File: src/inc/adcsc_pkg.sv
// package for the scan sequencer: register map, field layout, reset values, timing
// assumes nothing beyond a single 25 MHz clock domain
package adcsc_pkg;
   localparam int unsigned CLK_HZ        = 25000000;
   localparam int unsigned CONV_TIME_NS  = 2000;   // per-channel conversion time
   localparam int unsigned CONV_CYCLES   = (CONV_TIME_NS * (CLK_HZ / 1000000)) / 1000;
   localparam int unsigned NUM_CH        = 4;
   localparam int unsigned RES_W         = 10;
   localparam int unsigned RES_LSB       = 6;      // result sits in bits 15..6

   // register offsets (byte addresses, word aligned)
   localparam logic [7:0] OFS_CTRL_STATUS = 8'h00;
   localparam logic [7:0] OFS_START_CTRL  = 8'h04;
   localparam logic [7:0] OFS_RESULT0     = 8'h08; // ch n at OFS_RESULT0 + 4n
   localparam logic [7:0] OFS_IRQ_STATUS  = 8'h18;
   localparam logic [7:0] OFS_IRQ_MASK    = 8'h1c;

   // control/status field positions
   localparam int unsigned BIT_END_FLAG   = 15;
   localparam int unsigned BIT_IRQ_EN     = 14;
   localparam int unsigned BIT_CONT_SCAN  = 3;
   localparam int unsigned BIT_RUN        = 0;     // in start control
   localparam logic [15:0] CTRL_RESET     = 16'h0000;
   localparam logic [1:0]  IRQ_MASK_RESET = 2'h0;

   typedef enum logic [1:0] {
      ADCSC_IDLE  = 2'b00,
      ADCSC_CONV  = 2'b01,
      ADCSC_STORE = 2'b11
   } adcsc_state_t;
endpackage : adcsc_pkg
File: src/hdl/adcsc_result_mem.sv
// four-word result store with registered read data
// assumes writes and reads on the same clock
`timescale 1ns/100ps
`default_nettype none
module adcsc_result_mem (
   input  wire logic        clk_i,
   input  wire logic        rst_n_i,
   input  wire logic        wr_i,
   input  wire logic [1:0]  wr_idx_i,
   input  wire logic [9:0]  wr_data_i,
   input  wire logic [1:0]  rd_idx_i,
   output logic      [15:0] rd_data_o
);
   logic [9:0] mem_reg [0:3];

   // old round stays until overwritten by the new one
   always_ff @(posedge clk_i) begin
      if (!rst_n_i) begin
         for (int i = 0; i < 4; i++) mem_reg[i] <= 10'h000;
      end else if (wr_i) begin
         mem_reg[wr_idx_i] <= wr_data_i;
      end
   end

   // left-justified, six low bits always zero
   always_ff @(posedge clk_i) begin
      if (!rst_n_i) begin
         rd_data_o <= 16'h0000;
      end else begin
         rd_data_o <= {mem_reg[rd_idx_i], 6'h00};
      end
   end
endmodule : adcsc_result_mem
`default_nettype wire

File: src/hdl/adcsc_top.sv
// four-channel continuous scan sequencer for one conversion unit
// assumes an external converter core that returns a 10-bit code when asked
`timescale 1ns/100ps
`default_nettype none
module adcsc_top (
   input  wire logic        clk_i,
   input  wire logic        rst_n_i,
   input  wire logic [7:0]  addr_i,
   input  wire logic [31:0] wdata_i,
   input  wire logic        wr_i,
   input  wire logic        rd_i,
   output logic      [31:0] rdata_o,
   output logic      [1:0]  conv_ch_o,
   output logic             conv_start_o,
   input  wire logic        conv_done_i,
   input  wire logic [9:0]  conv_data_i,
   output logic             conversion_end_irq_o,
   output logic             irq_o
);
   ////////////////////////////////////////////////////////////////////
   adcsc_pkg::adcsc_state_t state_reg, state_next;
   logic [15:0] ctrl_reg;
   logic        conversion_run_bit;
   logic        flag_read_reg;        // flag seen as 1 by a read
   logic [1:0]  ch_reg;
   logic [$clog2(adcsc_pkg::CONV_CYCLES+1)-1:0] tmr_reg;
   logic [9:0]  sample_reg;
   logic [1:0]  irq_st_reg, irq_mask_reg;
   logic        rd_q_reg;
   logic [7:0]  rd_addr_reg;
   logic [15:0] res_rd;

   // address decode
   wire sel_cs    = addr_i == adcsc_pkg::OFS_CTRL_STATUS;
   wire sel_st    = addr_i == adcsc_pkg::OFS_START_CTRL;
   wire sel_ist   = addr_i == adcsc_pkg::OFS_IRQ_STATUS;
   wire sel_imk   = addr_i == adcsc_pkg::OFS_IRQ_MASK;
   wire wr_cs     = wr_i && sel_cs;
   wire wr_run    = wr_i && sel_st;
   wire cont_mode = ctrl_reg[adcsc_pkg::BIT_CONT_SCAN];
   wire conv_done = (state_reg == adcsc_pkg::ADCSC_CONV) && conv_done_i;
   wire ch_store  = state_reg == adcsc_pkg::ADCSC_STORE;
   wire round_end = ch_store && (ch_reg == 2'h3);
   // clear needs a prior read of 1; a completing round wins over the clear
   wire flag_clr  = wr_cs && !wdata_i[adcsc_pkg::BIT_END_FLAG] && flag_read_reg;
   wire end_flag  = ctrl_reg[adcsc_pkg::BIT_END_FLAG];
   // index from the live address: the store registers its word, so it must see
   // the strobe's address for the result to stand in the answer cycle
   wire [1:0] rd_idx = 2'(addr_i[4:2] - 3'h2);

   ////////////////////////////////////////////////////////////////////
   // sequencer: channel 0 first, then 1,2,3, then repeat or stop
   always_comb begin
      state_next = state_reg;
      case (state_reg)
         adcsc_pkg::ADCSC_IDLE:  if (conversion_run_bit) state_next = adcsc_pkg::ADCSC_CONV;
         adcsc_pkg::ADCSC_CONV:  if (conv_done_i && tmr_reg == '0)
                                    state_next = adcsc_pkg::ADCSC_STORE;
         adcsc_pkg::ADCSC_STORE: begin
            if (!conversion_run_bit) state_next = adcsc_pkg::ADCSC_IDLE;   // stop by software
            else if (ch_reg != 2'h3 || cont_mode) state_next = adcsc_pkg::ADCSC_CONV;
            else state_next = adcsc_pkg::ADCSC_IDLE;
         end
         default: state_next = adcsc_pkg::ADCSC_IDLE;
      endcase
   end

   always_ff @(posedge clk_i) begin
      if (!rst_n_i) state_reg <= adcsc_pkg::ADCSC_IDLE;
      else state_reg <= state_next;
   end

   // channel counter and minimum conversion time
   always_ff @(posedge clk_i) begin
      if (!rst_n_i) begin
         ch_reg  <= 2'h0;
         tmr_reg <= '0;
      end else begin
         if (state_reg == adcsc_pkg::ADCSC_IDLE) ch_reg <= 2'h0;
         else if (ch_store) ch_reg <= ch_reg + 2'h1;
         if (state_reg != adcsc_pkg::ADCSC_CONV)
            tmr_reg <= ($bits(tmr_reg))'(adcsc_pkg::CONV_CYCLES - 1);
         else if (tmr_reg != '0) tmr_reg <= tmr_reg - 1'b1;
      end
   end

   // capture converter output while busy
   always_ff @(posedge clk_i) begin
      if (!rst_n_i) sample_reg <= 10'h000;
      else if (conv_done) sample_reg <= conv_data_i;
   end

   assign conv_ch_o    = ch_reg;
   assign conv_start_o = state_reg == adcsc_pkg::ADCSC_CONV;

   adcsc_result_mem u_mem (
      .clk_i     (clk_i),
      .rst_n_i   (rst_n_i),
      .wr_i      (ch_store),
      .wr_idx_i  (ch_reg),
      .wr_data_i (sample_reg),
      .rd_idx_i  (rd_idx),
      .rd_data_o (res_rd)
   );

   ////////////////////////////////////////////////////////////////////
   // control/status and run bit; hardware set beats software clear
   always_ff @(posedge clk_i) begin
      if (!rst_n_i) begin
         ctrl_reg           <= adcsc_pkg::CTRL_RESET;
         conversion_run_bit <= 1'b0;
         flag_read_reg      <= 1'b0;
      end else begin
         if (wr_cs) begin
            ctrl_reg[adcsc_pkg::BIT_IRQ_EN]    <= wdata_i[adcsc_pkg::BIT_IRQ_EN];
            ctrl_reg[adcsc_pkg::BIT_CONT_SCAN] <= wdata_i[adcsc_pkg::BIT_CONT_SCAN];
         end
         if (round_end) ctrl_reg[adcsc_pkg::BIT_END_FLAG] <= 1'b1;
         else if (flag_clr) ctrl_reg[adcsc_pkg::BIT_END_FLAG] <= 1'b0;
         if (round_end) flag_read_reg <= 1'b0;
         else if (rd_i && sel_cs && end_flag) flag_read_reg <= 1'b1;
         else if (flag_clr) flag_read_reg <= 1'b0;
         if (wr_run) conversion_run_bit <= wdata_i[adcsc_pkg::BIT_RUN];
         else if (round_end && !cont_mode) conversion_run_bit <= 1'b0;
      end
   end

   // sticky interrupt status: bit0 round end, bit1 conversion done; write 1 clears
   always_ff @(posedge clk_i) begin
      if (!rst_n_i) begin
         irq_st_reg   <= 2'h0;
         irq_mask_reg <= adcsc_pkg::IRQ_MASK_RESET;
      end else begin
         irq_st_reg <= (irq_st_reg & ~({2{wr_i && sel_ist}} & wdata_i[1:0]))
                       | {conv_done, round_end};
         if (wr_i && sel_imk) irq_mask_reg <= wdata_i[1:0];
      end
   end

   assign conversion_end_irq_o = end_flag && ctrl_reg[adcsc_pkg::BIT_IRQ_EN];
   assign irq_o              = |(irq_st_reg & irq_mask_reg);

   ////////////////////////////////////////////////////////////////////
   // read data one cycle after the strobe, only then
   always_ff @(posedge clk_i) begin
      if (!rst_n_i) begin
         rd_q_reg    <= 1'b0;
         rd_addr_reg <= 8'h00;
      end else begin
         rd_q_reg    <= rd_i;
         rd_addr_reg <= addr_i;
      end
   end

   wire is_res = rd_addr_reg >= adcsc_pkg::OFS_RESULT0 && rd_addr_reg < 8'h18
                 && rd_addr_reg[1:0] == 2'h0;
   logic [31:0] ctrl_rd;
   always_ff @(posedge clk_i) begin
      if (!rst_n_i) ctrl_rd <= 32'h0;
      else ctrl_rd <= {16'h0, ctrl_reg};
   end
   assign rdata_o = !rd_q_reg ? 32'h0 :
                    rd_addr_reg == adcsc_pkg::OFS_CTRL_STATUS ? ctrl_rd :
                    rd_addr_reg == adcsc_pkg::OFS_START_CTRL  ? {31'h0, conversion_run_bit} :
                    rd_addr_reg == adcsc_pkg::OFS_IRQ_STATUS  ? {30'h0, irq_st_reg} :
                    rd_addr_reg == adcsc_pkg::OFS_IRQ_MASK    ? {30'h0, irq_mask_reg} :
                    is_res ? {16'h0, res_rd} : 32'h0;

   ////////////////////////////////////////////////////////////////////
   a_flag_set_round: assert property (@(posedge clk_i) disable iff (!rst_n_i)
      round_end |=> end_flag) else $error("end flag not set after round");
   a_flag_holds: assert property (@(posedge clk_i) disable iff (!rst_n_i)
      end_flag && !flag_clr |=> end_flag) else $error("end flag dropped");
   a_clear_needs_read: assert property (@(posedge clk_i) disable iff (!rst_n_i)
      end_flag && !flag_read_reg |=> end_flag) else $error("flag cleared unread");
   a_run_kept_cont: assert property (@(posedge clk_i) disable iff (!rst_n_i)
      round_end && cont_mode && !wr_run |=> conversion_run_bit) else $error("run lost");
   a_run_cleared: assert property (@(posedge clk_i) disable iff (!rst_n_i)
      round_end && !cont_mode && !wr_run |=> !conversion_run_bit) else $error("run kept");
   a_start_ch0: assert property (@(posedge clk_i) disable iff (!rst_n_i)
      state_reg == adcsc_pkg::ADCSC_IDLE && conversion_run_bit |=> conv_start_o && conv_ch_o == 2'h0)
      else $error("start not on channel 0");
   a_ch_advance: assert property (@(posedge clk_i) disable iff (!rst_n_i)
      ch_store && ch_reg != 2'h3 |=> ch_reg == $past(ch_reg) + 2'h1) else $error("bad channel");
   a_res_low_zero: assert property (@(posedge clk_i) disable iff (!rst_n_i)
      res_rd[5:0] == 6'h00) else $error("result low bits nonzero");
   a_irq_follows: assert property (@(posedge clk_i) disable iff (!rst_n_i)
      round_end && ctrl_reg[adcsc_pkg::BIT_IRQ_EN] && !wr_cs |=> conversion_end_irq_o)
      else $error("end interrupt missing");
endmodule : adcsc_top
`default_nettype wire

File: config.mk
export PLATFORM = sky130hd
export DESIGN_NAME = adcsc_top
export DESIGN_NICKNAME = d
export VERILOG_FILES = /design/src/inc/adcsc_pkg.sv /design/src/hdl/adcsc_result_mem.sv /design/src/hdl/adcsc_top.sv
export SDC_FILE = /design/constraint.sdc
export NUM_CORES = 1
export LEC_CHECK = 0
export BUFFER_PORTS_ARGS = -buffer_cell sky130_fd_sc_hd__buf_2
export CORE_ASPECT_RATIO = 0.6
export CORE_MARGIN = 2
export CORE_UTILIZATION = 51
export DETAILED_ROUTE_END_ITERATION = 8
export PLACE_DENSITY = 0.73
export SYNTH_ARGS = -nofsm -noshare
export SYNTH_HDL_FRONTEND = slang
export SYNTH_SLANG_ARGS = --single-unit
File: constraint.sdc
create_clock -name clk_i -period 2.3 [get_ports clk_i]
set_input_delay 0.115 -clock clk_i [delete_from_list [all_inputs] [get_ports clk_i]]
set_output_delay 0.115 -clock clk_i [all_outputs]
set_load 0.01 [all_outputs]
==> metrics.txt, run 1 <==
run status finished, final reports clean; chip width 119 microns; core area 0.00776 sq mm; crit path DAT 1.67 ns; CP endpoint kind output pin; GRT Total Usage 18.7%; Reg2Reg Launch Point state_reg[1]; Tot Pwr 3280 uW; VDD IR max 408 uV; Die Y 72.8 microns; H-Tree Depth 3; Routed Wire Length 7560 microns; share of layout cells above drive strength 1 19.4%; post-synthesis cell type count 50; post-DR wirelength/cell 14.5 microns; setup TNS 0 ns; Antenna diodes 0; FMAX 561 MHz; final setup vio count 0; CP Data Required Time 2.18 ns; Slew Limit Fails 0; post-synthesis sequential element count 91; number of gates resized after CTS 0; Final Hold Viols 0; PwrDens 717 mW/mm^2; Root Driver clkbuf_16; Antenna Violating Nets Remaining 0; # rows 25; vias in the first global route 2343; Synth area leaders edfxtp_1 (30%), dfxtp_1 (25%), and2_1 (11%); worst slew pin tran 0.570 ns; largest net degree at the start of global routing 44; drt first pass iters 4; total number of vias 2607; Hold Path End sample_reg[5]; yosys warns 0; share of synthesized flip-flops with an asynchronous set or reset 0%; die area 0.00865 sq mm; prevailing post-synth register cell dfxtp_1; Port Buffer Count 45; initial antenna violation count 0; Seq/Total Area, Yosys 55.2%; CTS tree built; vias per inst 5.01; WHS 0.0128 ns; Rel. slew slack 61.8%; total CTS buffers 9; most common cell in the synthesized netlist and2_1; Max clock buf depth 2; Skew-Pair Late Insertion Delay 0.34 ns; RSZ-0062 raised after global routing no; initial core utilization 51.9%; DR DRC count 0; post-synth top area cell edfxtp_1; reg2reg path depth 4; leak pwr 0.00185 uW; CP max FO 6; commonest cells in the netlist and2_1 (69), dfxtp_1 (51), edfxtp_1 (40), nand2_1 (37), buf_4 (19); Post-Syn Area per Cell 11.2 sq um; synthesized cell area 0.00403 sq mm; Initial DRC Count 151; Hold Path Class in -> reg; Clock transition at path regs 0.06 ns; Num Clock Sinks 91; Max Cap Violations 0; grt total ovfl 0; reg2reg setup slack 0.58 ns; Crit Path Class reg -> out; start point of the worst hold path conv_data_i[5]; routability cong. 0.877; final worst path period need 1.78 ns; top-area cell type share of the netlist area 29.8%; post-synthesis cell count 359; Post-synth EDFFs 40; Area Overhead vs Synth 13.5%; layout net count 465; crit start category register; skew final 0.00673 ns; HPWL after DPL 5390 microns; fin crit share 77.6%; Hold Path Depth 3; first-pass GRT wire length 12200 microns; max reg flops 40; RR Endpoint u_mem.mem_reg[0][7]; IO Pins 92
==> timing repair <==
| action | CTS | global route |
|---|---|---|
| buffers inserted | 0 | 0 |
| endpoints found under the hold margin | 2 | 0 |
| hold buffers | 2 | 0 |
==> report_power, final <==
part | leakage (uW) | internal, uW | total (uW) | switching (uW)
Combinational | 0.000878 | 74.2 | 169 | 95.3
Clock | 0.000143 | 761 | 1360 | 602
Sequential | 0.000829 | 1730 | 1750 | 17.8
==> how the worst max path moves through the flow <==
stage / slack [ns] / to / depth (start not counted) / from
global placement: 0.68 / u_mem.mem_reg[0][1] / 4 / state_reg[1]
global route: 0.37 / rdata_o[6] / 5 / rd_addr_reg[1]
finish: 0.52 / rdata_o[3] / 4 / rd_addr_reg[1]
floorplan: 0.54 / u_mem.mem_reg[3][0] / 3 / state_reg[1]
detailed placement: 0.61 / u_mem.mem_reg[0][1] / 4 / state_reg[1]
CTS: 0.49 / rdata_o[6] / 5 / rd_addr_reg[1]
==> per-layer routing <==
layer	vias up	track usage [%]	share of wire, %	routed length [microns]
met3	5	5.55	6.3	478
met1	1217	27.5	52	3950
met2	81	26.6	41	3100
met4	0	6.35	0.36	27
li1	1304	-	-	-
met5	-	0	0	0
==> metrics by stage <==
stage	cells	setup WS (ns)	cell area (sq um)	util (%)
after floorplan	377	0.540	4090	-
after global placement	502	0.677	4270	55.1
after detailed placement	502	0.606	4270	55.1
after CTS	520	0.486	4570	58.9
after global routing	520	0.371	4570	58.9
final	520	0.516	4570	58.9
==> cells in the final DEF, fill, tap and decap left out, types with 2 or more instances in the layout <==
cell	count
mux2i_1	7
nor2_1	13
a31oi_1	4
clkinv_2	3
mux4_2	4
conb_1	19
o21ai_0	7
nand3_1	6
nand2_1	37
clkbuf_16	9
dfxtp_1	51
edfxtp_1	40
nor2_2	2
a22oi_1	2
and3_1	2
a211oi_1	3
buf_4	8
xnor2_1	5
mux4_1	6
nor3_1	6
ha_1	3
a2bb2oi_1	2
dlygate4sd3_1	2
nand4_1	3
nand3b_1	2
nor4_1	3
a21oi_1	14
buf_2	45
nor2b_1	4
and2_1	69
inv_1	7
nand2b_1	3
==> kinds of logic (layout without fill, tap and decap cells) <==
kind of cell    count (synthesis)  after routing  share of synthesized area, %
xor+xnor                        5              5                          1.09
flops                          91             91                          55.2
compound gates                 40             40                          6.15
fa+ha+maj                       3              3                         0.932
mux                            17             17                          7.89
other cells                     1             19                        0.0931
simple gates                  159            159                          22.0
buf+inv                        43             78                          6.65
==> worst max-delay path, cell delays in order, from the launching register on <==
cell and delay (ns):
dfxtp_1 0.30, nor4_1 0.26, nand3b_1 0.23, nor4bb_1 0.36, buf_2 0.19
==> layout make-up <==
class / instances / area (sq um)
repair buffers: 55 / 305
flip-flops and latches: 91 / 2220
clock inverters: 6 / 38.8
multi-input cells: 243 / 1600
fillers: 682 / 3190
inverters: 7 / 26.3
clock buffers: 10 / 239
well taps: 108 / 135
Power figures use the tool's default switching activity.
==> run 2, diff against run 1 <==
--- a/config.mk
+++ b/config.mk
@@ -8,9 +8,9 @@
 export BUFFER_PORTS_ARGS = -buffer_cell sky130_fd_sc_hd__buf_2
 export CORE_ASPECT_RATIO = 0.6
 export CORE_MARGIN = 2
-export CORE_UTILIZATION = 51
+export CORE_UTILIZATION = 48
 export DETAILED_ROUTE_END_ITERATION = 8
-export PLACE_DENSITY = 0.73
+export PLACE_DENSITY = 0.72
 export SYNTH_ARGS = -nofsm -noshare
 export SYNTH_HDL_FRONTEND = slang
 export SYNTH_SLANG_ARGS = --single-unit
==> constraint.sdc (replaced) <==
create_clock -name clk_i -period 1.5 [get_ports clk_i]
set_input_delay 0.075 -clock clk_i [delete_from_list [all_inputs] [get_ports clk_i]]
set_output_delay 0.075 -clock clk_i [all_outputs]
set_load 0.01 [all_outputs]
==> run 2 against run 1 <==
Net effect:
- the run now ends with negative setup slack left
- wire length grew 12%
- clock-buffer cell count shrank 1
- clock skew is essentially flat
- sequential share of layout area shrank 4.4 points
- largest power group is now clock
- die area grew 6.0%
- combinational power grew 100%
- critical path type unchanged
- utilization grew 3.9 points
- largest cell class unchanged
- global-route usage grew 1.3 points
- flip-flop and latch count is the same
- worst setup slack lost 0.73 ns
- critical path depth grew 1
- register-to-register slack lost 0.47 ns
==> metrics.txt, run 2 (synthesis gave the netlist of run 1 again) <==
grt total ovfl 0 (unchanged); leak pwr 0.00204 uW (+10%); start point of the worst hold path conv_done_i; die area 0.00916 sq mm (+6.0%); core area 0.00801 sq mm (+3.2%); Reg2Reg Launch Point conv_ch_o[0]; RSZ-0062 raised after global routing yes; fin crit share 114%; Antenna diodes 0 (unchanged); chip width 122 microns (+3.0%); initial core utilization 50.3% (-1.6 points); HPWL after DPL 5880 microns (+8.9%); CP endpoint kind output pin; FMAX 584 MHz; reg2reg setup slack 0.11 ns (-0.47 ns); Routed Wire Length 8430 microns (+12%); non-filler cells in the finished layout 553 (+6.3%); area post-placement 0.00438 sq mm (+2.6%); RR Endpoint conversion_run_bit; Final Hold Viols 0 (unchanged); Die Y 74.9 microns (+2.9%); drt first pass iters 5 (+1); DR DRC count 0 (unchanged); final worst path period need 1.71 ns; Switching Fraction 19.6% (-2.3 points); Antenna Violating Nets Remaining 0 (unchanged); routability cong. 0.858 (-2.1%); CP Data Required Time 1.42 ns (-0.76 ns); commonest non-fill, non-tap cell in the layout and2_1; max reg flops 40 (unchanged); fillers 657 (-3.7%); Combinational Power Share 5.9% (+0.7 points); most frequent cells in the layout and2_1 (68), dfxtp_1 (48), buf_2 (44), edfxtp_1 (40), nand2_1 (37); final setup vio count 13 (+13); skew final 0.00696 ns (+0.000232 ns); Port Buffer Count 45 (unchanged); Inst Count DP 515 (+2.6%); total number of vias 2776 (+6.5%); NetSw 1120 uW (+57%); Root Driver clkbuf_16; PwrDens 1140 mW/mm^2 (+59%); IO Pins 92 (unchanged); Hold Path End state_reg[1]; Initial DRC Count 225 (+49%); Max Cap Violations 0 (unchanged); Worst Slack Setup Final -0.212 ns (-0.728 ns); GRT Total Usage 20.0% (+1.3 points); reg2reg path depth 4 (unchanged); Crit Path Class reg -> out; Hold Path Class in -> reg; Clock power frac 47.3% (+5.7 points); Seq pwr share 46.8% (-6.5 points); Slew Limit Fails 0 (unchanged); initial antenna violation count 0 (unchanged); # rows 25 (unchanged); CP max FO 4 (-2); Hold Path Depth 3 (unchanged); total CTS buffers 9 (unchanged); Area Overhead vs Synth 24.9%; internal power 4610 uW (+80%); crit path DAT 1.64 ns (-0.03 ns); layout net count 498 (+7.1%); share of layout cells above drive strength 1 23.4% (+4.0 points); Num Clock Sinks 91 (unchanged); vias in the first global route 2496 (+6.5%); run status finished, violations left; crit start category register; post-DR wirelength/cell 15.2 microns (+4.9%); Skew-Pair Late Insertion Delay 0.35 ns (about the same); H-Tree Depth 3 (unchanged); first-pass GRT wire length 13300 microns (+9.0%); vias per inst 5.02 (+0.13%); largest net degree at the start of global routing 23 (-48%); failing checks negative setup slack; Final Cell Area 0.00503 sq mm (+10%); CTS tree built; VDD IR max 760 uV (+86%); setup TNS -2.03 ns (-2.03 ns); Clock transition at path regs 0.06 ns (about the same); Max clock buf depth 2 (unchanged)
==> run 2: cell types whose count changed in the layout (fill, tap and decap cells not counted), moves of 2 or more <==
| cell | before | now |
|---|---|---|
| dlygate4sd3_1 | 2 | 21 |
| clkinvlp_2 | 0 | 2 |
| nor4_4 | 0 | 2 |
| nor2_4 | 1 | 3 |
| clkinv_2 | 3 | 0 |
| dfxtp_1 | 51 | 48 |
| bufinv_16 | 0 | 4 |
| buf_4 | 8 | 21 |
| o21ai_1 | 1 | 3 |
| o21ai_0 | 7 | 5 |
| dfxtp_2 | 0 | 3 |
==> run 2: worst max-delay path by stage <==
stage	startpoint	endpoint	slack (ns)	depth (start not counted)
detailed placement	conv_ch_o[1]	u_mem.mem_reg[0][1]	0.08	4
floorplan	state_reg[1]	u_mem.mem_reg[3][0]	0.01	3
global route	rd_addr_reg[1]	rdata_o[3]	-0.30	4
global placement	conv_ch_o[1]	u_mem.mem_reg[0][1]	0.1	4
CTS	rd_addr_reg[6]	rdata_o[1]	-0.22	5
finish	rd_addr_reg[1]	rdata_o[1]	-0.21	5
==> run 2: power by group through the flow <==
| stage | combinational (uW) | clock, uW | sequential (uW) |
|---|---|---|---|
| floorplan | 221 | 0 | 2720 |
| global placement | 276 | 0 | 2730 |
| detailed placement | 283 | 0 | 2730 |
| CTS | 328 | 2760 | 2680 |
| global route | 372 | 2850 | 2690 |
| finish | 338 | 2710 | 2680 |
==> run 2: worst max-delay path, stage by stage (launching register included) <==
cell and delay (ns):
dfxtp_2 0.32, nor4_4 0.25, nand3b_1 0.21, buf_4 0.21, nor3_2 0.15, buf_2 0.15
==> run 2: metrics by stage <==
| step | hold slack [ns] | utilization (%) | total power (uW) | setup slack, ns |
|---|---|---|---|---|
| after floorplan | 0.175 | - | 2940 | 0.0111 |
| after global placement | 0.281 | 54.7 | 3000 | 0.0953 |
| after detailed placement | 0.281 | 54.7 | 3010 | 0.0839 |
| after CTS | 0.00653 | 62.1 | 5770 | -0.222 |
| after global routing | 0.0223 | 62.8 | 5910 | -0.295 |
| final | 0.0224 | 62.8 | 5730 | -0.212 |
==> run 2: area by class of cell <==
class	count	area [sq um]	share of cell area, %
clock buffers	9	225	4.48
clock inverters	7	139	2.76
inverters	7	26.3	0.523
multi-input cells	243	1660	33.0
flip-flops and latches	91	2230	44.3
well taps	108	135	2.69
repair buffers	88	619	12.3
==> run 2: routing by layer <==
metal  up-vias  GRT usage [%]  part of all wire [%]
met1      1310           28.8                    50
met2        84           29.4                    43
met3         4           6.89                   6.5
met4         0           4.85                  0.68
li1       1378              -                     -
met5         -              0                     0
==> run 2: timing repair <==
action | in CTS | in global routing
hold buffers | 21 | 0
hold endpoints to repair | 22 | 0
gates resized for setup | 3 | 12
setup endpoints to repair | 13 | 51
setup buffers | 0 | 1
pin swaps | 8 | 8
==> run 3, diff against run 2 <==
--- a/config.mk
+++ b/config.mk
@@ -10,7 +10,7 @@
 export CORE_MARGIN = 2
 export CORE_UTILIZATION = 48
 export DETAILED_ROUTE_END_ITERATION = 8
-export PLACE_DENSITY = 0.72
+export PLACE_DENSITY = 0.73
 export SYNTH_ARGS = -nofsm -noshare
 export SYNTH_HDL_FRONTEND = slang
 export SYNTH_SLANG_ARGS = --single-unit
==> run 3 against run 2 <==
Net effect:
- the flow still finishes with violations (negative setup slack)
- critical path depth grew 1
- first-iteration DRC count shrank 1.3%
- worst setup slack improved by 0.040 ns
- flip-flop and latch count stayed put
- combinational power is essentially flat
- die area stayed put
- utilization fell by 0.98 points
- cell count did not move
- maximum frequency increased by 2.4%
- largest cell class unchanged
==> metrics.txt, run 3 (synthesis gave the netlist of run 1 again) <==
Max Cap Violations 0 (unchanged); failing checks negative setup slack; Max clock buf depth 2 (unchanged); Skew-Pair Late Insertion Delay 0.35 ns (about the same); Clock transition at path regs 0.06 ns (about the same); CP max FO 4 (unchanged); Antenna Violating Nets Remaining 0 (unchanged); non-filler cells in the finished layout 553 (unchanged); Worst setup endpoint rdata_o[1]; WHS 0.0236 ns (+0.00112 ns); share of layout cells above drive strength 1 23.4% (unchanged); skew final 0.00821 ns (+0.00125 ns); crit path DAT 1.60 ns (-0.04 ns); Worst Slack Setup Final -0.172 ns (+0.0401 ns); fin crit share 111% (-2.7 points); Routed Wire Length 8540 microns (+1.2%); max reg flops 40 (unchanged); commonest non-fill, non-tap cell in the layout and2_1; leak pwr 0.00200 uW (-2.2%); CTS tree built; total number of vias 2778 (+0.072%); Die Y 74.9 microns (unchanged); reg2reg path depth 4 (unchanged); # rows 25 (unchanged); first-pass GRT wire length 13200 microns (-0.20%); total CTS buffers 9 (unchanged); PwrDens 1020 mW/mm^2 (-11%); Num Clock Sinks 91 (unchanged); H-Tree Depth 3 (unchanged); initial core utilization 50.3% (unchanged); grt total ovfl 0 (unchanged); drt first pass iters 4 (-1); final worst path period need 1.67 ns (-0.0401 ns); fillers 679 (+3.3%); initial antenna violation count 0 (unchanged); final setup vio count 15 (+2); Root Driver clkbuf_16; most frequent cells in the layout and2_1 (68), dfxtp_1 (48), buf_2 (44), edfxtp_1 (40), nand2_1 (37); Port Buffer Count 45 (unchanged); reg2reg setup slack 0.10 ns (about the same); Initial DRC Count 222 (-1.3%); Hold Path Class in -> reg; Slew Limit Fails 0 (unchanged); routability cong. 0.844 (-1.6%); Inst Count DP 512 (-0.58%); vias per inst 5.02 (about the same); largest net degree at the start of global routing 34 (+48%); Reg2Reg Launch Point conv_ch_o[1]; HPWL after DPL 5780 microns (-1.7%); Area Overhead vs Synth 22.9%; chip width 122 microns (unchanged); VDD IR max 655 uV (-14%); CP endpoint kind output pin; FMAX 598 MHz (+2.4%); start point of the worst hold path wdata_i[15]; vias in the first global route 2597 (+4.0%); die area 0.00916 sq mm (unchanged); DR DRC count 0 (unchanged); crit start category register; run status finished, violations left; RSZ-0062 raised after global routing yes; IO Pins 92 (unchanged); Crit Path Class reg -> out; Final Hold Viols 0 (unchanged); layout net count 498 (unchanged); crit path launch rd_addr_reg[1]; GRT Total Usage 19.9% (-0.097 points); CP Data Required Time 1.42 ns (about the same); core area 0.00801 sq mm (unchanged); post-DR wirelength/cell 15.4 microns (+1.2%); Antenna diodes 0 (unchanged); RR Endpoint u_mem.mem_reg[0][7]
-- run 3: cell count changes in the layout (fill, tap and decap cells not counted), sizes merged --
cell and delta:
clkinvlp +1, inv -1, dlygate4sd3 +1, clkinv +3
clkbuf +1, bufinv -4, buf -1
-- run 3: cell type report --
class,instances,area (sq um),share of cell area [%]
Inverter,7,26.3,0.531
Clock buffer,10,229,4.63
Multi-Input combinational cell,243,1680,33.8
Sequential cell,91,2230,45.0
Timing Repair Buffer,88,626,12.6
Clock inverter,6,32.5,0.657
Tap cell,108,135,2.73
-- run 3: power breakdown --
group          internal (uW)  leakage, uW  switching [uW]
Combinational            170      0.00105             171
Clock                   1100     0.000120             902
Sequential              2650     0.000831            29.3
-- run 3: worst min path at each step --
stage	to	slack [ns]	cells after the start
6_report	ctrl_reg[15]	0.02	3
4_1_cts	ctrl_reg[15]	0.009	3
2_1_floorplan	irq_st_reg[0]	0.18	1
5_1_grt	ctrl_reg[15]	0.04	3
3_3_place_gp	irq_st_reg[0]	0.28	2
3_5_place_dp	irq_st_reg[1]	0.30	2
-- run 3: timing repair --
item | CTS | global route
hold endpoints to repair | 23 | 0
buffers inserted | 2 | 1
pin swaps | 12 | 6
setup endpoints to repair | 13 | 52
resized for setup | 3 | 16
hold buffers | 22 | 0
-- run 3: routing by layer --
metal / vias to the layer above / part of all wire [%] / global-route usage (%) / wire (microns)
li1: 1376 / - / - / -
met1: 1304 / 48 / 27.0 / 4090
met2: 86 / 45 / 30.7 / 3830
met3: 12 / 5.9 / 7.20 / 505
met4: 0 / 1.3 / 5.36 / 111
met5: - / 0 / 0 / 0
-- run 3: critical path: stages, from the launching register on --
cell	delay (ns)
dfxtp_1	0.30
nor4_2	0.26
nand3b_1	0.12
buf_6	0.15
buf_4	0.13
nor3_2	0.15
buf_2	0.15
-- run 3: through the flow --
stage | power, uW | TNS [ns] | instance area (sq um) | setup slack [ns] | utilization, %
2_1_floorplan | 2940 | 0 | 4090 | 0.0111 | -
3_3_place_gp | 3000 | 0 | 4360 | 0.102 | 54.5
3_5_place_dp | 3010 | 0 | 4360 | 0.0458 | 54.5
4_1_cts | 5050 | -1.74 | 4870 | -0.194 | 60.8
5_1_grt | 5210 | -3.12 | 4950 | -0.280 | 61.8
6_report | 5030 | -1.69 | 4950 | -0.172 | 61.8
